$ cat config.mk
export PLATFORM = sky130hd
export DESIGN_NAME = scs_sequencer
export DESIGN_NICKNAME = d
export VERILOG_FILES = /design/src/include/scs_pkg.sv /design/src/hw/scs_sync.sv /design/src/hw/scs_sar_core.sv /design/src/hw/scs_sequencer.sv
export SDC_FILE = /design/constraint.sdc
export NUM_CORES = 1
export LEC_CHECK = 0
export BUFFER_PORTS_ARGS = -buffer_cell sky130_fd_sc_hd__buf_2
export CAP_MARGIN = 10
export CORE_MARGIN = 3
export CORE_UTILIZATION = 50
export CTS_BUF_LIST = sky130_fd_sc_hd__clkbuf_8
export DETAILED_ROUTE_END_ITERATION = 10
export GPL_TIMING_DRIVEN = 0
export HOLD_SLACK_MARGIN = 0.03
export PLACE_DENSITY = 0.77
export SETUP_SLACK_MARGIN = 0.2
export SLEW_MARGIN = 20
export SYNTH_ARGS = -nofsm -noshare
export SYNTH_HDL_FRONTEND = slang
export SYNTH_SLANG_ARGS = --single-unit
$ cat constraint.sdc
create_clock -name ref_clk -period 4.6 [get_ports ref_clk]
set_clock_uncertainty 0.1 [all_clocks]
set_input_delay 0.23 -clock ref_clk [delete_from_list [all_inputs] [get_ports ref_clk]]
set_output_delay 0.23 -clock ref_clk [all_outputs]
set_load 0.01 [all_outputs]
$ cat src/include/scs_pkg.sv
// Shared constants, types and register map of the SAR conversion sequencer
package scs_pkg;

    // ------------------------------------------------------------------
    // Clock and conversion timing
    // ------------------------------------------------------------------
    localparam int unsigned CLK_FREQ_KHZ = 20_000;
    localparam int unsigned RES_BITS = 16;
    localparam int unsigned WARP_RATE_KSPS = 1000;
    localparam int unsigned NORMAL_RATE_KSPS = 800;
    localparam int unsigned IMPULSE_RATE_KSPS = 666;
    localparam int unsigned STALE_TIME_MS = 1;

    // Least period in cycles for a given rate, rounded up
    function automatic int unsigned period_cycles(input int unsigned ksps);
        return (CLK_FREQ_KHZ + ksps - 1) / ksps;
    endfunction

    // Open switches, tie to reference ground, 16 trials, finish
    localparam int unsigned CONV_CYCLES = 3 + RES_BITS;

    // Least acquisition cycles so that the period meets the rate
    function automatic int unsigned acq_cycles(input int unsigned ksps);
        int unsigned p;
        p = period_cycles(ksps);
        return (p > CONV_CYCLES + 1) ? p - CONV_CYCLES : 1;
    endfunction

    localparam int unsigned WARP_ACQ_CYCLES = acq_cycles(WARP_RATE_KSPS);
    localparam int unsigned NORMAL_ACQ_CYCLES = acq_cycles(NORMAL_RATE_KSPS);
    localparam int unsigned IMPULSE_ACQ_CYCLES =
        acq_cycles(IMPULSE_RATE_KSPS);
    localparam int unsigned STALE_CYCLES = STALE_TIME_MS * CLK_FREQ_KHZ;

    // ------------------------------------------------------------------
    // Modes and states
    // ------------------------------------------------------------------
    typedef enum logic [1:0] {
        MODE_NORMAL = 2'b00,
        MODE_WARP = 2'b01,
        MODE_IMPULSE = 2'b10
    } scs_mode_e;

    typedef enum logic [2:0] {
        ST_ACQUIRE = 3'b000,
        ST_OPEN_SW = 3'b001,
        ST_TO_REFERENCE_GROUND = 3'b010,
        ST_TRIAL = 3'b011,
        ST_POWER_DOWN = 3'b100
    } scs_state_e;

    // ------------------------------------------------------------------
    // Register map (byte addresses) and fields
    // ------------------------------------------------------------------
    localparam int unsigned ADDR_W = 12;
    localparam logic [11:0] REG_CTRL = 12'h000;
    localparam logic [11:0] REG_STATUS = 12'h004;
    localparam logic [11:0] REG_RESULT = 12'h008;
    localparam logic [11:0] REG_COUNT = 12'h00c;

    localparam int unsigned CTRL_PD_BIT = 0;
    localparam int unsigned CTRL_ABORT_BIT = 1;
    localparam logic [1:0] CTRL_RESET = 2'h0;

    localparam int unsigned STAT_BUSY_BIT = 0;
    localparam int unsigned STAT_PDOWN_BIT = 1;
    localparam int unsigned STAT_STALE_BIT = 2;
    localparam int unsigned STAT_STATE_LSB = 4;
    localparam int unsigned STAT_MODE_LSB = 8;

    localparam logic [15:0] SAR_FIRST_TRIAL = 16'h8000;
    localparam logic [31:0] RDATA_ZERO = 32'h0000_0000;

    // Pin group order at the synchroniser
    localparam int unsigned PIN_W = 6;
    localparam logic [5:0] PIN_RESET_VAL = 6'h01;

endpackage

$ cat src/hw/scs_sync.sv
// Two-flop synchroniser for asynchronous pins and the reset release
`timescale 1ns/1ps
module scs_sync #(
    parameter int unsigned WIDTH = 1,
    parameter logic [WIDTH-1:0] RST_VAL = '0
) (
    input wire logic ref_clk,
    input wire logic rst_n,
    input wire logic [WIDTH-1:0] d_in,
    output logic [WIDTH-1:0] q_out
);

    logic [WIDTH-1:0] meta_ff;
    logic [WIDTH-1:0] sync_ff;

    // First stage is read only by the second stage
    always_ff @(posedge ref_clk or negedge rst_n) begin
        if (!rst_n) begin
            meta_ff <= RST_VAL;
            sync_ff <= RST_VAL;
        end else begin
            meta_ff <= d_in;
            sync_ff <= meta_ff;
        end
    end

    assign q_out = sync_ff;

endmodule

$ cat src/hw/scs_sar_core.sv
// Successive approximation register driving the capacitive DAC
`timescale 1ns/1ps
module scs_sar_core #(
    parameter int unsigned NBITS = 16
) (
    input wire logic ref_clk,
    input wire logic rst_n,
    input wire logic start,
    input wire logic abort,
    input wire logic comparator_out,
    output logic [NBITS-1:0] dac_bits,
    output logic done
);
    import scs_pkg::*;

    logic [NBITS-1:0] dac_ff;
    logic [NBITS-1:0] nxt_dac;
    logic [$clog2(NBITS)-1:0] idx_ff;
    logic active_ff;
    logic done_ff;

    // Keep or drop the bit under trial, then try the next lower one
    always_comb begin
        nxt_dac = dac_ff;
        if (!comparator_out) begin
            nxt_dac[idx_ff] = 1'b0;
        end
        if (idx_ff != '0) begin
            nxt_dac[idx_ff - 1'b1] = 1'b1;
        end
    end

    // One trial per clock, MSB first, LSB last
    always_ff @(posedge ref_clk or negedge rst_n) begin
        if (!rst_n) begin
            dac_ff <= '0;
            idx_ff <= '0;
            active_ff <= 1'b0;
            done_ff <= 1'b0;
        end else if (abort) begin
            dac_ff <= '0;
            idx_ff <= '0;
            active_ff <= 1'b0;
            done_ff <= 1'b0;
        end else if (start) begin
            dac_ff <= SAR_FIRST_TRIAL[NBITS-1:0];
            idx_ff <= $clog2(NBITS)'(NBITS - 1);
            active_ff <= 1'b1;
            done_ff <= 1'b0;
        end else if (active_ff) begin
            dac_ff <= nxt_dac;
            idx_ff <= idx_ff - 1'b1;
            active_ff <= (idx_ff != '0);
            done_ff <= (idx_ff == '0);
        end else begin
            done_ff <= 1'b0;
        end
    end

    assign dac_bits = dac_ff;
    assign done = done_ff;

endmodule

$ cat src/hw/scs_sequencer.sv
// Conversion sequencer top: pins, mode timing, SAR control, APB slave
`timescale 1ns/1ps

module scs_sequencer #(
    parameter int unsigned NBITS = scs_pkg::RES_BITS,
    parameter logic [15:0] STALE_LIMIT = 16'(scs_pkg::STALE_CYCLES)
) (
    input wire logic ref_clk,
    input wire logic rst_n,
    input wire logic [scs_pkg::ADDR_W-1:0] paddr,
    input wire logic psel,
    input wire logic penable,
    input wire logic pwrite,
    input wire logic [31:0] pwdata,
    output logic [31:0] prdata,
    output logic pready,
    output logic pslverr,
    input wire logic conversion_start_n,
    input wire logic fast_mode_select,
    input wire logic low_power_select,
    input wire logic output_coding_select,
    input wire logic power_down_in,
    input wire logic reset_in,
    input wire logic comparator_out,
    output logic positive_sample_switch,
    output logic negative_sample_switch,
    output logic inputs_connect,
    output logic arrays_to_reference_ground,
    output logic [NBITS-1:0] dac_bits,
    output logic low_power_out,
    output logic busy,
    output logic [NBITS-1:0] result_code,
    output logic result_valid
);
    import scs_pkg::*;

    // ------------------------------------------------------------------
    // Reset release and pin synchronisers
    // ------------------------------------------------------------------
    logic rst_sync_n;
    logic [PIN_W-1:0] pins_raw;
    logic [PIN_W-1:0] pins_sync;
    logic start_n_s;
    logic fast_s;
    logic lowpow_s;
    logic coding_s;
    logic pd_s;
    logic reset_s;

    scs_sync #(.WIDTH(1), .RST_VAL(1'b0)) u_rst_sync (
        .ref_clk(ref_clk),
        .rst_n(rst_n),
        .d_in(1'b1),
        .q_out(rst_sync_n)
    );

    assign pins_raw = {reset_in, power_down_in, output_coding_select,
                       low_power_select, fast_mode_select,
                       conversion_start_n};

    scs_sync #(.WIDTH(PIN_W), .RST_VAL(PIN_RESET_VAL)) u_pin_sync (
        .ref_clk(ref_clk),
        .rst_n(rst_sync_n),
        .d_in(pins_raw),
        .q_out(pins_sync)
    );

    assign start_n_s = pins_sync[0];
    assign fast_s = pins_sync[1];
    assign lowpow_s = pins_sync[2];
    assign coding_s = pins_sync[3];
    assign pd_s = pins_sync[4];
    assign reset_s = pins_sync[5];

    // ------------------------------------------------------------------
    // Mode decode and acquisition timing
    // ------------------------------------------------------------------
    scs_mode_e mode_now;
    logic [7:0] acq_need;
    logic [7:0] acq_cnt_ff;
    logic acq_done;

    // Fast select wins; low power only with fast select low
    always_comb begin
        if (fast_s) begin
            mode_now = MODE_WARP;
        end else if (lowpow_s) begin
            mode_now = MODE_IMPULSE;
        end else begin
            mode_now = MODE_NORMAL;
        end
    end

    // Least acquisition per mode sets the top throughput
    always_comb begin
        case (mode_now)
            MODE_WARP: acq_need = 8'(WARP_ACQ_CYCLES);
            MODE_IMPULSE: acq_need = 8'(IMPULSE_ACQ_CYCLES);
            default: acq_need = 8'(NORMAL_ACQ_CYCLES);
        endcase
    end

    assign acq_done = (acq_cnt_ff >= acq_need);

    // ------------------------------------------------------------------
    // Start detection and abort sources
    // ------------------------------------------------------------------
    logic [1:0] ctrl_ff;
    logic start_n_prev_ff;
    logic start_fall;
    logic start_go;
    logic abort;
    logic pd_any;
    scs_state_e state_ff;

    always_ff @(posedge ref_clk or negedge rst_sync_n) begin
        if (!rst_sync_n) begin
            start_n_prev_ff <= 1'b1;
        end else begin
            start_n_prev_ff <= start_n_s;
        end
    end

    assign start_fall = start_n_prev_ff & ~start_n_s;
    assign abort = reset_s | ctrl_ff[CTRL_ABORT_BIT];
    assign pd_any = pd_s | ctrl_ff[CTRL_PD_BIT];

    // Early edges are lost: the host must wait for acquisition
    assign start_go = (state_ff == ST_ACQUIRE) && acq_done && !pd_any &&
        !abort && (start_fall ||
        ((mode_now == MODE_IMPULSE) && !start_n_s));

    // ------------------------------------------------------------------
    // SAR core
    // ------------------------------------------------------------------
    logic sar_start;
    logic sar_done;
    logic [NBITS-1:0] sar_bits;

    // Trials begin only once arrays sit on reference ground
    assign sar_start = (state_ff == ST_TO_REFERENCE_GROUND) && !abort;

    scs_sar_core #(.NBITS(NBITS)) u_sar (
        .ref_clk(ref_clk),
        .rst_n(rst_sync_n),
        .start(sar_start),
        .abort(abort),
        .comparator_out(comparator_out),
        .dac_bits(sar_bits),
        .done(sar_done)
    );

    assign dac_bits = sar_bits;

    // ------------------------------------------------------------------
    // Conversion state machine
    // ------------------------------------------------------------------
    scs_state_e nxt_state;

    always_comb begin
        nxt_state = state_ff;
        case (state_ff)
            ST_ACQUIRE: begin
                if (pd_any) begin
                    nxt_state = ST_POWER_DOWN;
                end else if (start_go) begin
                    nxt_state = ST_OPEN_SW;
                end
            end
            ST_OPEN_SW: nxt_state = ST_TO_REFERENCE_GROUND;
            ST_TO_REFERENCE_GROUND: nxt_state = ST_TRIAL;
            ST_TRIAL: begin
                // Power-down does not cut a conversion short
                if (sar_done) begin
                    nxt_state = ST_ACQUIRE;
                end
            end
            ST_POWER_DOWN: begin
                if (!pd_any) begin
                    nxt_state = ST_ACQUIRE;
                end
            end
            default: nxt_state = ST_ACQUIRE;
        endcase
    end

    always_ff @(posedge ref_clk or negedge rst_sync_n) begin
        if (!rst_sync_n) begin
            state_ff <= ST_ACQUIRE;
        end else if (abort) begin
            state_ff <= ST_ACQUIRE;
        end else begin
            state_ff <= nxt_state;
        end
    end

    // Acquisition restarts whenever the sample switches close
    always_ff @(posedge ref_clk or negedge rst_sync_n) begin
        if (!rst_sync_n) begin
            acq_cnt_ff <= '0;
        end else if (abort || state_ff != ST_ACQUIRE) begin
            acq_cnt_ff <= '0;
        end else if (!acq_done) begin
            acq_cnt_ff <= acq_cnt_ff + 8'h01;
        end
    end

    // ------------------------------------------------------------------
    // Switch and power outputs, registered to avoid glitches
    // ------------------------------------------------------------------
    logic sample_sw_ff;
    logic connect_ff;
    logic reference_ground_ff;
    logic low_power_ff;
    logic busy_ff;

    always_ff @(posedge ref_clk or negedge rst_sync_n) begin
        if (!rst_sync_n) begin
            sample_sw_ff <= 1'b1;
            connect_ff <= 1'b1;
            reference_ground_ff <= 1'b0;
        end else begin
            // Switches open one cycle before arrays leave inputs
            sample_sw_ff <= (nxt_state == ST_ACQUIRE) || abort;
            connect_ff <= (nxt_state == ST_ACQUIRE) ||
                (nxt_state == ST_OPEN_SW) || abort;
            reference_ground_ff <= !abort && ((nxt_state == ST_TO_REFERENCE_GROUND) ||
                (nxt_state == ST_TRIAL));
        end
    end

    // Low-power mode idles the analog between conversions
    always_ff @(posedge ref_clk or negedge rst_sync_n) begin
        if (!rst_sync_n) begin
            low_power_ff <= 1'b0;
        end else begin
            low_power_ff <= (state_ff == ST_POWER_DOWN) ||
                ((state_ff == ST_ACQUIRE) && acq_done &&
                (mode_now == MODE_IMPULSE));
        end
    end

    // Busy spans the whole conversion phase
    always_ff @(posedge ref_clk or negedge rst_sync_n) begin
        if (!rst_sync_n) begin
            busy_ff <= 1'b0;
        end else if (abort) begin
            busy_ff <= 1'b0;
        end else if (start_go) begin
            busy_ff <= 1'b1;
        end else if (sar_done) begin
            busy_ff <= 1'b0;
        end
    end

    assign positive_sample_switch = sample_sw_ff;
    assign negative_sample_switch = sample_sw_ff;
    assign inputs_connect = connect_ff;
    assign arrays_to_reference_ground = reference_ground_ff;
    assign low_power_out = low_power_ff;
    assign busy = busy_ff;

    // ------------------------------------------------------------------
    // Result coding and capture
    // ------------------------------------------------------------------
    logic [NBITS-1:0] result_ff;
    logic valid_ff;
    logic [15:0] count_ff;

    // Twos complement flips only the MSB of the binary code
    function automatic logic [NBITS-1:0] form_code(
        input logic [NBITS-1:0] raw,
        input logic twos
    );
        form_code = raw;
        form_code[NBITS-1] = raw[NBITS-1] ^ twos;
    endfunction

    // Code formed at the edge busy falls, no pipeline
    always_ff @(posedge ref_clk or negedge rst_sync_n) begin
        if (!rst_sync_n) begin
            result_ff <= '0;
            valid_ff <= 1'b0;
            count_ff <= '0;
        end else if (abort) begin
            valid_ff <= 1'b0;
        end else if (sar_done && state_ff == ST_TRIAL) begin
            // Coding pin high selects straight binary
            result_ff <= form_code(sar_bits, !coding_s);
            valid_ff <= 1'b1;
            count_ff <= count_ff + 16'h0001;
        end else if (start_go) begin
            valid_ff <= 1'b0;
        end
    end

    assign result_code = result_ff;
    assign result_valid = valid_ff;

    // ------------------------------------------------------------------
    // Idle-time watch for the fast mode
    // ------------------------------------------------------------------
    logic [15:0] idle_cnt_ff;
    logic first_ff;
    logic stale_ff;

    // Flags a fast-mode result that the host should discard
    always_ff @(posedge ref_clk or negedge rst_sync_n) begin
        if (!rst_sync_n) begin
            idle_cnt_ff <= '0;
            first_ff <= 1'b1;
            stale_ff <= 1'b0;
        end else if (start_go) begin
            idle_cnt_ff <= '0;
            first_ff <= 1'b0;
            stale_ff <= (mode_now == MODE_WARP) &&
                (first_ff || idle_cnt_ff > STALE_LIMIT);
        end else if (idle_cnt_ff <= STALE_LIMIT) begin
            idle_cnt_ff <= idle_cnt_ff + 16'h0001;
        end
    end

    // ------------------------------------------------------------------
    // APB slave: one wait state, registered answer
    // ------------------------------------------------------------------
    logic [31:0] prdata_ff;
    logic pready_ff;
    logic pslverr_ff;
    logic [31:0] rd_mux;
    logic rd_hit;
    logic wr_fire;

    always_comb begin
        rd_mux = RDATA_ZERO;
        rd_hit = 1'b1;
        case (paddr)
            REG_CTRL: rd_mux[1:0] = ctrl_ff;
            REG_STATUS: begin
                rd_mux[STAT_BUSY_BIT] = busy_ff;
                rd_mux[STAT_PDOWN_BIT] = (state_ff == ST_POWER_DOWN);
                rd_mux[STAT_STALE_BIT] = stale_ff;
                rd_mux[STAT_STATE_LSB +: 3] = state_ff;
                rd_mux[STAT_MODE_LSB +: 2] = mode_now;
            end
            REG_RESULT: rd_mux[NBITS-1:0] = result_ff;
            REG_COUNT: rd_mux[15:0] = count_ff;
            default: rd_hit = 1'b0;
        endcase
    end

    assign wr_fire = psel && penable && pready_ff && pwrite;

    always_ff @(posedge ref_clk or negedge rst_sync_n) begin
        if (!rst_sync_n) begin
            pready_ff <= 1'b0;
            prdata_ff <= RDATA_ZERO;
            pslverr_ff <= 1'b0;
        end else if (psel && penable && !pready_ff) begin
            pready_ff <= 1'b1;
            prdata_ff <= pwrite ? RDATA_ZERO : rd_mux;
            pslverr_ff <= !rd_hit;
        end else begin
            pready_ff <= 1'b0;
            prdata_ff <= RDATA_ZERO;
            pslverr_ff <= 1'b0;
        end
    end

    // Only the control word is writable
    always_ff @(posedge ref_clk or negedge rst_sync_n) begin
        if (!rst_sync_n) begin
            ctrl_ff <= CTRL_RESET;
        end else if (wr_fire && paddr == REG_CTRL) begin
            ctrl_ff <= pwdata[1:0];
        end
    end

    assign prdata = prdata_ff;
    assign pready = pready_ff;
    assign pslverr = pslverr_ff;

endmodule

### Word level (Yosys, flattened, before mapping)

Cells that the tools add are included.

| cells by class | value |
|---|---|
| add/subtract/negate cells | 4 |
| magnitude comparators | 7 |
| eq/ne operators | 13 |
| mux-type cells | 49 |
| bitwise gates (word level) | 9 |
| reduce and logical (&&, ||, !) cells | 43 |

Operators with widths:

| cell | number |
|---|---|
| $mux 16 | 9 |
| $add 16x1->16 const B | 2 |
| $eq 12x4->1 const B | 2 |
| $logic_and 1x1->1 | 17 |
| $mux 1 | 17 |
| $and 16x16->16 | 1 |
| $gt 16x15->1 const B | 1 |
| $le 16x15->1 const B | 1 |
| $mux 8 | 2 |
| $not 16->16 | 1 |
| $or 16x16->16 | 1 |
| $mux 3 | 5 |
| $pmux 3 s5 | 1 |
| $eq 12x3->1 const B | 1 |
| $eq 3x2->1 const B | 4 |
| $logic_not 12->1 | 1 |
| $mux 4 | 3 |
| $pmux 6 s2 | 1 |
| $reduce_bool 3->1 | 4 |
| $lt 4x5->1 const B | 2 |
| $pmux 3 s3 | 1 |
| $add 8x1->8 const B | 1 |
| $demux 1 s4 | 2 |
| $ge 4x1->1 const B | 2 |
| other kinds (25) | 43 |

| storage, ports and cells | value |
|---|---|
| register bits after elaboration | 140 |
| input port bits | 56 |
| output and inout port bits | 73 |
| word-level logic and storage cells | 151 |

### Longest topological paths before layout

Gate-level depths: netlist of run 1.

| depth | value |
|---|---|
| word-level depth | 15 |
| gate-level depth with buffers | 8 |
| mapped depth without buffers | 7 |

### Cells and area by module

A second synthesis of run 1 with hierarchy kept.

| unflattened totals | value |
|---|---|
| cell total of the unflattened synthesis | 537 |
| area, all modules | 5600.4 um2 |

By module, submodules not included:

| module | instances | cells an instance | area an instance (um2) | sequential area each (um2) |
|---|---|---|---|---|
| scs_sequencer | 1 | 408 | 4135.2 | 2207.1 |
| scs_sar_core | 1 | 115 | 1112.3 | 550.5 |
| scs_sync (u_pin_sync) | 1 | 12 | 302.8 | 302.8 |
| scs_sync (u_rst_sync) | 1 | 2 | 50.0 | 50.0 |

### Worst setup path before layout of run 1

No wires, ideal clock.

| timing | value |
|---|---|
| path kind | reg-to-reg |
| from | reg u_pin_sync.sync_ff[1] (netlist: u_pin_sync.q_out[1]) |
| to | reg idle_cnt_ff[10] |
| library setup time | 132 ps |
| arrival time | 1819 ps |
| data required time | 4368 ps |
| setup slack | 2549 ps |
| stages on the path, launching flop included | 8 |
| path buffers | 1 |
| period minus slack after synthesis | 2051 ps |
| cell sequence | dfrtp_1 -> or2_2 -> ha_1 -> o211ai_1 -> a21oi_1 -> o211a_1 -> clkbuf_1 -> nor2_1 |

| between the ends | value |
|---|---|
| word-level cells in the longest chain between the ends | 9 |
| elaborated cells between the ends (all ways) | 13 |
| classes of those cells | 1 x order compare; 2 x eq/ne; 3 x mux; 7 x reduce/logical |

RTL lines:

| element | RTL line | RTL |
|---|---|---|
| start, declared | scs_sync.sv:14 | `logic [WIDTH-1:0] sync_ff;` |
| start signal, assigned | scs_sync.sv:23 | `sync_ff <= meta_ff;` |
| $mux 2 * | scs_sequencer.sv:85 | `if (fast_s) begin` |
| $eq 2x2->1 or $eq 2x1->1 (tied branches) | scs_sequencer.sv:96, scs_sequencer.sv:131 |  |
| $pmux 4 s2 | scs_sequencer.sv:96 | `case (mode_now)` |
| $ge 8x8->1 | scs_sequencer.sv:103 | `assign acq_done = (acq_cnt_ff >= acq_need);` |
| $logic_and 1x1->1 (3 in series) | scs_sequencer.sv:129 | `assign start_go = (state_ff == ST_ACQUIRE) && acq_done && !pd_any &&` |
| $logic_and 1x1->1 * | scs_sequencer.sv:130 | `!abort && (start_fall \|\|` |
| $mux 16 or $reduce_bool 2->1 (tied branches) | - |  |
| end signal, assigned | scs_sequencer.sv:319 | `idle_cnt_ff <= idle_cnt_ff + 16'h0001;` |
| end, declared | scs_sequencer.sv:303 | `logic [15:0] idle_cnt_ff;` |

Every way passes the cells marked *; elsewhere a longest branch is shown, timed or not.
A chain may end at the register's enable or synchronous reset.

### Worst setup path in the final report of run 1

| timing | value |
|---|---|
| from | reg u_pin_sync.sync_ff[1] (netlist: u_pin_sync.q_out[1]) |
| to | reg idle_cnt_ff[13] |

The elaborated chain is that of the path after synthesis.

==> impl_metrics.yaml, run 1 <==
sta:
  setup_viol_count_final: 0
  post-route-min-period_ns: 2.53
  hold_violations: 0
  worst_slew_pin_slew_ns: 0.782
  slew_violations: 0
  fmax_mhz: 395
  slew-limit-headroom_pct: 47.8
  rsz0062_at_grt: "no"
  min_period_over_period_pct: 55.0
die:
  core-area_um2: 10900
  die-area_um2: 12600
  ios: 129
  row_count: 38
  fp.dieH_um: 112
  die_w_um: 112
  initial_core_util_pct: 51.5
power_and_ir_drop:
  power.density_nw_per_um2: 376
  p_comb_share_pct: 13.4
  p_int_uw: 1880
  power.share.clock_pct: 36.9
  ir_drop_v: 0.000208
  pwr-share-seq_pct: 49.7
  p_total_uw: 2580
  p_leak_uw: 0.00331
  switchingPower_uw: 699
  swShare_pct: 27.1
yosys:
  syn_area_um2: 5630
  ys_seq_elements: 124
  ys_types: 50
  synth_area_per_cell_um2: 10.2
  yosysWarningCount: 0
  seq_area_frac_synth_pct: 55.3
  postSynthCellCount: 554
  async_flop_share_pct: 100
  synth-main-ff-cell: "dfrtp_1"
  synth_edf_count: 0
global_route:
  grt_pass1_vias: 4394
  grt-ovfl-total: 0
  grt_pass1_wl_um: 21800
  grt_use_total_pct: 21.8
  grt_max_degree: 55
  antenna_found_initial: 0
setup_path:
  crit_arrival_ns: 2.74
  setup.worst_path.start_class: "flop"
  critical_path.max_stage_delay_ns: 0.46
  worstSetupEndpointType: "flop"
  cp_cell_sequence: "nand2b_1 -> ha_1 -> o211ai_1 -> a21oi_1 -> o211a_1 -> clkbuf_1 -> nor2_1"
  cp_max_fo: 10
  critPathKind: "reg2reg"
  required_ns: 4.81
  cp_slowest_cell: "dfrtp_1"
cts:
  cts_tree: "done"
  clk_latency_ns: 0.44
  cts_num_sinks: 124
  clk_pin_slew_ns: 0.07
  clk_path_buf_depth: 2
  cts-htree-levels: 4
  numCtsBuffers: 17
  cts_root_buf: "clkbuf_8"
  post_cts_buffers: 0
routing:
  wire_per_inst_um: 15.7
  vias: 4455
  drt_iter0_markers: 300
  dr_wl_met2_um: 6330
  top_layer_used: "met4"
  antenna_left: 0
  vias_per_cell: 5.33
  wl_met3_um: 771
  finalWirelength_um: 13100
  m1WireLength_um: 5790
  detail_route.drc_violations: 0
  drtPass1Iterations: 5
layout:
  layout_common_cells: "117 x dfrtp_1, 88 x nand2_1, 84 x buf_2"
  nets: 751
  n_fill_cell: 914
  utilization_pct: 62.6
  final_area_um2: 6840
  antenna_cells: 0
  drive_above_1_share_pct: 21.8
  fin_cells: 836
  area_growth_pct: 21.6
  final_common_cell: "dfrtp_1"
place:
  place_area_um2: 6320
  gp_congestion: 0.940
  io_buffers: 81
  dp.cells: 792
  hpwl_um: 9370
outcome:
  outcome: "finished, final reports clean"
flow_run:
  max_cap_violations: 0
hold_path:
  hp-class: "in2reg"
what timing repair did:
action	4_1_cts	5_1_grt
hold endpoints to repair	11	0
gates resized for setup	0	0
hold buffers	12	0
worst paths after layout:
kind                                      from          endpoint  slack, ns  cells past startpoint
max in group asynchronous                rst_n  u_rst_sync.q_out       3.71                      3
max                        u_pin_sync.q_out[1]   idle_cnt_ff[13]       2.07                      7
min reg2reg                   u_rst_sync.q_out     acq_cnt_ff[5]       0.10                      0
max reg2reg                u_pin_sync.q_out[1]   idle_cnt_ff[13]       2.07                      7
min                                  paddr[11]           pslverr       0.05                      4
min in group asynchronous     u_rst_sync.q_out     acq_cnt_ff[5]       0.10                      0
worst max-delay path, delay by kind of cell, from the launching register on:
| family | cells | cell delay (ns) |
|---|---|---|
| AOI/OAI and AO/OA | 3 | 0.73 |
| DFF | 1 | 0.46 |
| and+or+nand+nor | 2 | 0.38 |
| buffers and inverters | 1 | 0.38 |
| adders and majority gates | 1 | 0.35 |
layout make-up:
type / instances / area, µm² / share of cell area [%]
clock buffers: 22 / 303 / 4.42
multi-input cells: 386 / 2280 / 33.3
repair buffers: 95 / 581 / 8.48
plain buffers: 41 / 229 / 3.35
flip-flops and latches: 124 / 3110 / 45.5
inverters: 18 / 67.6 / 0.987
well taps: 140 / 175 / 2.56
clock inverters: 10 / 96.3 / 1.41
cells in the mapped netlist, types with 4 or more instances:
cell	n	area (µm²)
dfrtp_1	118	2950
nand2_1	88	330
nor2_1	54	203
xnor2_1	23	201
o21ai_0	22	110
nand3_1	19	95.1
clkbuf_1	18	67.6
inv_1	18	67.6
buf_4	17	128
a21oi_1	16	80.1
a311oi_1	15	131
ha_1	12	150
xor2_1	12	105
nand4_1	11	68.8
mux2i_1	9	90.1
nor2b_1	9	56.3
nor3_1	8	40.0
a22oi_1	7	52.6
and3_1	7	43.8
dfstp_2	6	158
a211oi_1	5	37.5
and2_1	5	31.3
mux2_2	5	56.3
nand2b_1	5	31.3
nor4_1	4	25.0
cells by family after synthesis:
logic type,Yosys count,synth area share (%)
AO/OA/AOI/OAI,82,9.74
XOR/XNOR,35,5.45
adder cells (fa/ha/maj),12,2.67
buffers and inverters,59,5.27
flip-flops,124,55.3
multiplexers,15,3.00
other,2,0.133
AND/OR/NAND/NOR,225,18.5
metrics by stage:
step                hold slack, ns  setup TNS, ns  setup WS (ns)
floorplan                   -0.166              0          0.800
detailed placement         -0.0823              0           2.06
global placement           -0.0838         -41.77         -0.367
CTS                         0.0417              0           2.06
finish                      0.0531              0           2.07
global route                0.0567              0           1.92
power by group through the flow:
| stage | Combinational [µW] | Clock (µW) | Sequential (µW) |
|---|---|---|---|
| finish | 345 | 950 | 1280 |
| detailed placement | 335 | 0 | 1300 |
| CTS | 346 | 961 | 1280 |
| floorplan | 246 | 0 | 1290 |
| global placement | 295 | 0 | 1310 |
| global route | 392 | 1020 | 1290 |
routing by layer:
layer | vias up | GRT usage [%]
met5 | - | 0
met4 | 0 | 7.77
met3 | 22 | 5.98
met2 | 167 | 34.7
met1 | 2136 | 29.0
li1 | 2130 | -
registers in the layout, summed over array words and instances (netlist names), 6 cells and up:
register            flops
prdata                 16
u_pin_sync.q_out        6
idle_cnt_ff            16
count_ff               16
acq_cnt_ff              8
u_pin_sync.meta_ff      6
result_code            16
u_sar.dac_bits         16
(Power assumes the default switching activity.)
==> run 2: changes to the inputs <==
==> constraint.sdc (replaced) <==
create_clock -name ref_clk -period 2.65 [get_ports ref_clk]
set_clock_uncertainty 0.1 [all_clocks]
set_input_delay 0.1325 -clock ref_clk [delete_from_list [all_inputs] [get_ports ref_clk]]
set_output_delay 0.1325 -clock ref_clk [all_outputs]
set_load 0.01 [all_outputs]
==> run 2 against run 1 <==
  * Hold slack improved by 0.043 ns
  * Largest power group unchanged
  * Clock power rose by 110%
  * Critical path depth rose by 3
  * Largest cell class unchanged
  * Routed wire length fell by 1.4%
  * Final area rose by 1.8%
  * Flip-flop and latch count did not move
  * Combinational power rose by 76%
  * Non-clock buffer count rose by 3
  * Global-route usage fell by 0.30 points
==> impl_metrics.yaml, run 2 (same netlist as run 1, synthesis figures left out) <==
outcome:
  outcome: "finished, final reports clean"
layout:
  area_growth_pct: 23.7
  drive_above_1_share_pct: 22.6
  fin_cells: 839
  nets: 754
  layout_common_cells: "117 x dfrtp_1, 88 x nand2_1, 84 x buf_2"
  antenna_cells: 0
  final_common_cell: "dfrtp_1"
global_route:
  antenna_found_initial: 0
  grt_use_total_pct: 21.5
  grt_max_degree: 55
  grt_pass1_wl_um: 21500
  grt_pass1_vias: 4469
  grt-ovfl-total: 0
setup_path:
  critPathKind: "in2reg"
  required_ns: 2.93
  critical_path.max_stage_delay_ns: 0.55
  crit_arrival_ns: 2.60
  cp_slowest_cell: "dlygate4sd3_1"
  cp_cell_sequence: "dlygate4sd3_1 -> buf_2 -> nor2_1 -> dlygate4sd3_1 -> nand3_1 -> or4_1 -> buf_2 -> or2_1 -> buf_6 -> nor2_1"
  cp_max_fo: 9
  worstSetupEndpointType: "flop"
  path_buf_inv: 5
  crit_family: "buffers and inverters"
  setup.worst_path.start_class: "primary input"
die:
  fp.dieH_um: 112
  core-area_um2: 10900
  row_count: 38
  ios: 129
  initial_core_util_pct: 51.5
  die-area_um2: 12600
  die_w_um: 112
routing:
  finalWirelength_um: 12900
  m1WireLength_um: 5550
  wl_met3_um: 805
  vias: 4466
  antenna_left: 0
  vias_per_cell: 5.32
  drtPass1Iterations: 5
  drt_iter0_markers: 275
  dr_wl_met2_um: 6210
  wire_per_inst_um: 15.4
  detail_route.drc_violations: 0
  top_layer_used: "met4"
sta:
  setup_slack_ns: 0.324
  setup_viol_count_final: 0
  post-route-min-period_ns: 2.33
  worst_slew_pin_slew_ns: 0.721
  slew_violations: 0
  holdWs_ns: 0.0963
  rsz0062_at_grt: "no"
  fmax_mhz: 430
  slew-limit-headroom_pct: 51.9
  min_period_over_period_pct: 87.8
  tns_ns: 0
  hold_violations: 0
power_and_ir_drop:
  pwr-share-seq_pct: 46.3
  p_leak_uw: 0.00333
  switchingPower_uw: 1280
  swShare_pct: 26.7
  power.share.clock_pct: 41.1
  p_total_uw: 4820
  p_comb_share_pct: 12.6
  power.density_nw_per_um2: 691
  p_int_uw: 3530
  ir_drop_v: 0.000468
hold_path:
  hp-class: "in2reg"
cts:
  post_cts_buffers: 0
  clk_latency_ns: 0.45
  clk_pin_slew_ns: 0.07
  cts_num_sinks: 124
  clk_path_buf_depth: 2
  numCtsBuffers: 17
  cts_tree: "done"
  cts_root_buf: "clkbuf_8"
  cts-htree-levels: 4
place:
  dp_slack_ns: 0.206
  io_buffers: 81
  gp_congestion: 0.944
  dp.cells: 792
  hpwl_um: 9350
flow_run:
  max_cap_violations: 0
[run 2: cell count changes in the layout (fill, tap and decap cells not counted), moves of 3 or more]
cell	delta
clkbuf_8	-5
bufinv_16	+4
clkinvlp_4	+4
clkinv_2	-3
clkinv_4	+3
dlygate4sd3_1	+3
inv_1	-3
[run 2: worst min-delay path, cell delays in order]
cell	delay [ns]
buf_2	0.12
nor2b_1	0.10
nand3_1	0.09
a21oi_1	0.06
nor2_1	0.09
[run 2: final cells by class]
| cell class | count | area [µm²] |
|---|---|---|
| clock inverters | 15 | 246 |
| multi-input cells | 386 | 2290 |
| flip-flops and latches | 124 | 3110 |
| well taps | 140 | 175 |
| inverters | 18 | 67.6 |
| plain buffers | 41 | 230 |
| fillers | 894 | 3970 |
| repair buffers | 98 | 611 |
| clock buffers | 17 | 234 |
[run 2: final timing paths]
check	start	to	cells past startpoint	slack (ns)
setup reg to reg	u_pin_sync.q_out[1]	negative_sample_switch	7	0.38
hold reg to reg	u_rst_sync.q_out	u_sar.dac_bits[1]	0	0.14
setup / recovery	paddr[10]	prdata[3]	10	0.32
hold / removal	comparator_out	u_sar.dac_bits[15]	5	0.1
min in group asynchronous	u_rst_sync.q_out	u_sar.dac_bits[1]	0	0.14
max in group asynchronous	u_rst_sync.q_out	start_n_prev_ff	1	1.71
[run 2: per-stage QoR]
| stage | utilization, % | instance area, µm² |
|---|---|---|
| after floorplan | - | 5690 |
| after global placement | 57.3 | 6270 |
| after detailed placement | 57.8 | 6320 |
| after CTS | 63.6 | 6960 |
| after global routing | 63.7 | 6970 |
| final | 63.7 | 6970 |
[run 2: what timing repair did]
item                                   CTS  global route
setup endpoints to repair               10             6
endpoints found under the hold margin   12             0
hold buffers                            15             0
gates resized for setup                  1             2
[run 2: power groups by stage]
stage          Clock [µW]  Combinational, µW  Sequential [µW]
4_1_cts              2010                602             2230
6_report             1980                607             2230
3_5_place_dp            0                584             2260
5_1_grt              2100                692             2260
3_3_place_gp            0                517             2270
2_1_floorplan           0                427             2240
[run 2: layer usage]
metal | GRT usage [%] | vias up
met5 | 0 | -
met4 | 10.8 | 0
met3 | 5.50 | 35
met2 | 33.3 | 167
met1 | 28.4 | 2131
li1 | - | 2133
==> run 3: changes to the inputs <==
--- a/config.mk
+++ b/config.mk
@@ -5,17 +5,19 @@
 export SDC_FILE = /design/constraint.sdc
 export NUM_CORES = 1
 export LEC_CHECK = 0
+export ABC_AREA = 1
 export BUFFER_PORTS_ARGS = -buffer_cell sky130_fd_sc_hd__buf_2
 export CAP_MARGIN = 10
 export CORE_MARGIN = 3
-export CORE_UTILIZATION = 50
+export CORE_UTILIZATION = 42
 export CTS_BUF_LIST = sky130_fd_sc_hd__clkbuf_8
 export DETAILED_ROUTE_END_ITERATION = 10
 export GPL_TIMING_DRIVEN = 0
 export HOLD_SLACK_MARGIN = 0.03
-export PLACE_DENSITY = 0.77
+export PLACE_DENSITY = 0.66
 export SETUP_SLACK_MARGIN = 0.2
 export SLEW_MARGIN = 20
 export SYNTH_ARGS = -nofsm -noshare
 export SYNTH_HDL_FRONTEND = slang
+export SYNTH_HIERARCHICAL = 1
 export SYNTH_SLANG_ARGS = --single-unit
==> run 3 against run 2 <==
  * Synthesized area is 15% higher
  * Critical path depth grew 2
  * Register-to-register slack better by 0.08 ns
  * Power decreased by 9.1%
  * Critical path type is now reg2reg
  * Highest routed layer unchanged
==> impl_metrics.yaml, run 3 <==
outcome:
  outcome: "finished, final reports clean"
routing:
  drtPass1Iterations: 4
  antenna_left: 0
  detail_route.drc_violations: 0
  vias: 5449
  wire_per_inst_um: 14.5
  finalWirelength_um: 15900
  vias_per_cell: 4.97
  drt_iter0_markers: 361
setup_path:
  cp_slowest_cell: "dfrtp_1"
  critPathKind: "reg2reg"
  critical_path.max_stage_delay_ns: 0.46
  ff2ff_path_depth: 12
  r2r_setup_slack_ns: 0.46
  cp_common_cell: "nand2_1"
  setup.worst_path.start_class: "flop"
  required_ns: 2.93
  crit_arrival_ns: 2.47
  worstSetupEndpointType: "flop"
  cp_max_fo: 10
  cp_cell_sequence: "inv_1 -> nand2_1 -> ha_1 -> nand2_1 -> nand2_1 -> nor2_1 -> nand2_1 -> nand3_2 -> buf_6 -> buf_6 -> nand3_1 -> nand2_1"
layout:
  final_common_cell: "nand2_1"
  antenna_cells: 0
  final_area_um2: 7820
  area_growth_pct: 21.0
  layout_common_cells: "206 x nand2_1, 117 x dfrtp_1, 96 x nand3_1"
  nets: 968
  fin_cells: 1097
  drive_above_1_share_pct: 23.2
global_route:
  grt-ovfl-total: 0
  grt_pass1_wl_um: 26200
  antenna_found_initial: 0
  grt_use_total_pct: 19.7
  grt_pass1_vias: 5231
  grt_max_degree: 51
power_and_ir_drop:
  power.density_nw_per_um2: 560
  p_total_uw: 4380
  ir_drop_v: 0.000322
  p_leak_uw: 0.00408
die:
  row_count: 44
  die-area_um2: 16900
  initial_core_util_pct: 43.7
  core-area_um2: 14800
  fp.dieH_um: 130
  ios: 129
  die_w_um: 130
yosys:
  synth-main-ff-cell: "dfrtp_1"
  synth_area_leader_cell: "dfrtp_1"
  yosysWarningCount: 6
  syn_area_um2: 6460
  synthTopCellsByCount: "206 x nand2_1, 118 x dfrtp_1, 96 x nand3_1"
  ys_seq_elements: 124
  postSynthCellCount: 762
  synth_edf_count: 0
  netlist.area_leader.share_pct: 45.7
  yosysMostFrequentCell: "nand2_1"
  async_flop_share_pct: 100
  synth_area_per_cell_um2: 8.48
  synth_area_leaders: "dfrtp_1 46%, nand2_1 12%, nand3_1 7.4%"
  seq_area_frac_synth_pct: 48.1
  ys_types: 38
cts:
  post_cts_buffers: 0
  clk_path_buf_depth: 2
  cts_num_sinks: 124
  clk_latency_ns: 0.44
  cts_root_buf: "clkbuf_8"
  numCtsBuffers: 17
  cts_tree: "done"
  cts-htree-levels: 4
  clk_pin_slew_ns: 0.08
place:
  io_buffers: 81
  dp.cells: 1044
  gp_congestion: 0.894
  hpwl_um: 11700
  place_area_um2: 7220
flow_run:
  max_cap_violations: 0
sta:
  slew-limit-headroom_pct: 64.4
  post-route-min-period_ns: 2.19
  rsz0062_at_grt: "no"
  worst_slew_pin_slew_ns: 0.531
  min_period_over_period_pct: 82.7
  fmax_mhz: 456
  hold_violations: 0
  slew_violations: 0
  setup_viol_count_final: 0
hold_path:
  hold_depth: 6
  hp-class: "in2reg"
## run 3: cell types whose count changed in the layout (fill, tap and decap cells not counted), sizes merged, moves of 9 or more
cell    previous run  this run
nand3b             0        11
mux2i              9         0
nor2              54        78
nor2b              9         0
o211ai             2        13
nand2             88       216
inv               18        72
nand4             11        21
a311oi            15         0
buf              106       120
xnor2             23         7
clkbuf            35        21
nand3             19       109
## run 3: kinds of logic (layout without fill, tap and decap cells)
| group | after synthesis | after routing | share of synthesized area [%] |
|---|---|---|---|
| compound gates | 45 | 45 | 4.18 |
| xor+xnor | 20 | 20 | 2.71 |
| fa+ha+maj | 12 | 12 | 2.32 |
| buf+inv | 109 | 245 | 8.55 |
| flops | 124 | 124 | 48.1 |
| other cells | 2 | 17 | 0.116 |
| simple gates | 450 | 450 | 34.0 |
## run 3: metal layers
metal	global-route usage [%]	vias to the layer above	wire length [µm]	part of all wire, %
li1	-	2711	-	-
met5	0	-	0	0
met4	5.99	0	198	1.2
met1	27.0	2579	7390	46
met2	31.8	144	7580	48
met3	3.93	15	781	4.9
## run 3: cell type report
cell class                      count  area [µm²]
Inverter                           70         263
Clock inverter                     13         128
Multi-Input combinational cell    544        2860
Sequential cell                   124        3110
Timing Repair Buffer              104         671
Buffer                             39         290
Tap cell                          184         230
Fill cell                        1380        6990
Clock buffer                       19         262
## run 3: report_power, final
part | switching, µW | total (µW) | internal [µW] | leakage [µW]
clock network | 756 | 1630 | 873 | 0.000205
registers | 123 | 2110 | 1990 | 0.00164
logic | 398 | 641 | 242 | 0.00224
total | 1280 | 4380 | 3100 | 0.00408
## run 3: final timing paths
check	startpoint	end
worst max register to register	u_pin_sync/q_out[1]	idle_cnt_ff[1]
worst max-delay path	u_pin_sync/q_out[1]	idle_cnt_ff[1]
max in group asynchronous	u_rst_sync/q_out	inputs_connect
min in group asynchronous	u_rst_sync/q_out	count_ff[14]
worst min-delay path	paddr[6]	prdata[10]
worst min register to register	u_rst_sync/q_out	count_ff[14]
## run 3: stage by stage
step,hold slack (ns),utilization [%],setup WS (ns),TNS (ns)
2_1_floorplan,-0.263,-,0.489,0
3_5_place_dp,-0.181,48.7,0.116,0
5_1_grt,0.0830,52.8,0.258,0
3_3_place_gp,-0.181,48.3,-0.293,-33.11
4_1_cts,0.0482,52.8,0.448,0
6_report,0.0781,52.8,0.459,0
## run 3: timing repair
item,4_1_cts,5_1_grt
hold buffers,21,0
setup endpoints to repair,5,0
gates resized for setup,1,0
hold endpoints to repair,20,0
## run 3: worst max-delay path, delay by kind of cell, from the launching register on
| family | cells | cell delay [ns] |
|---|---|---|
| fa+ha+maj | 1 | 0.31 |
| buf+inv | 3 | 0.44 |
| flops | 1 | 0.46 |
| simple gates | 8 | 0.81 |
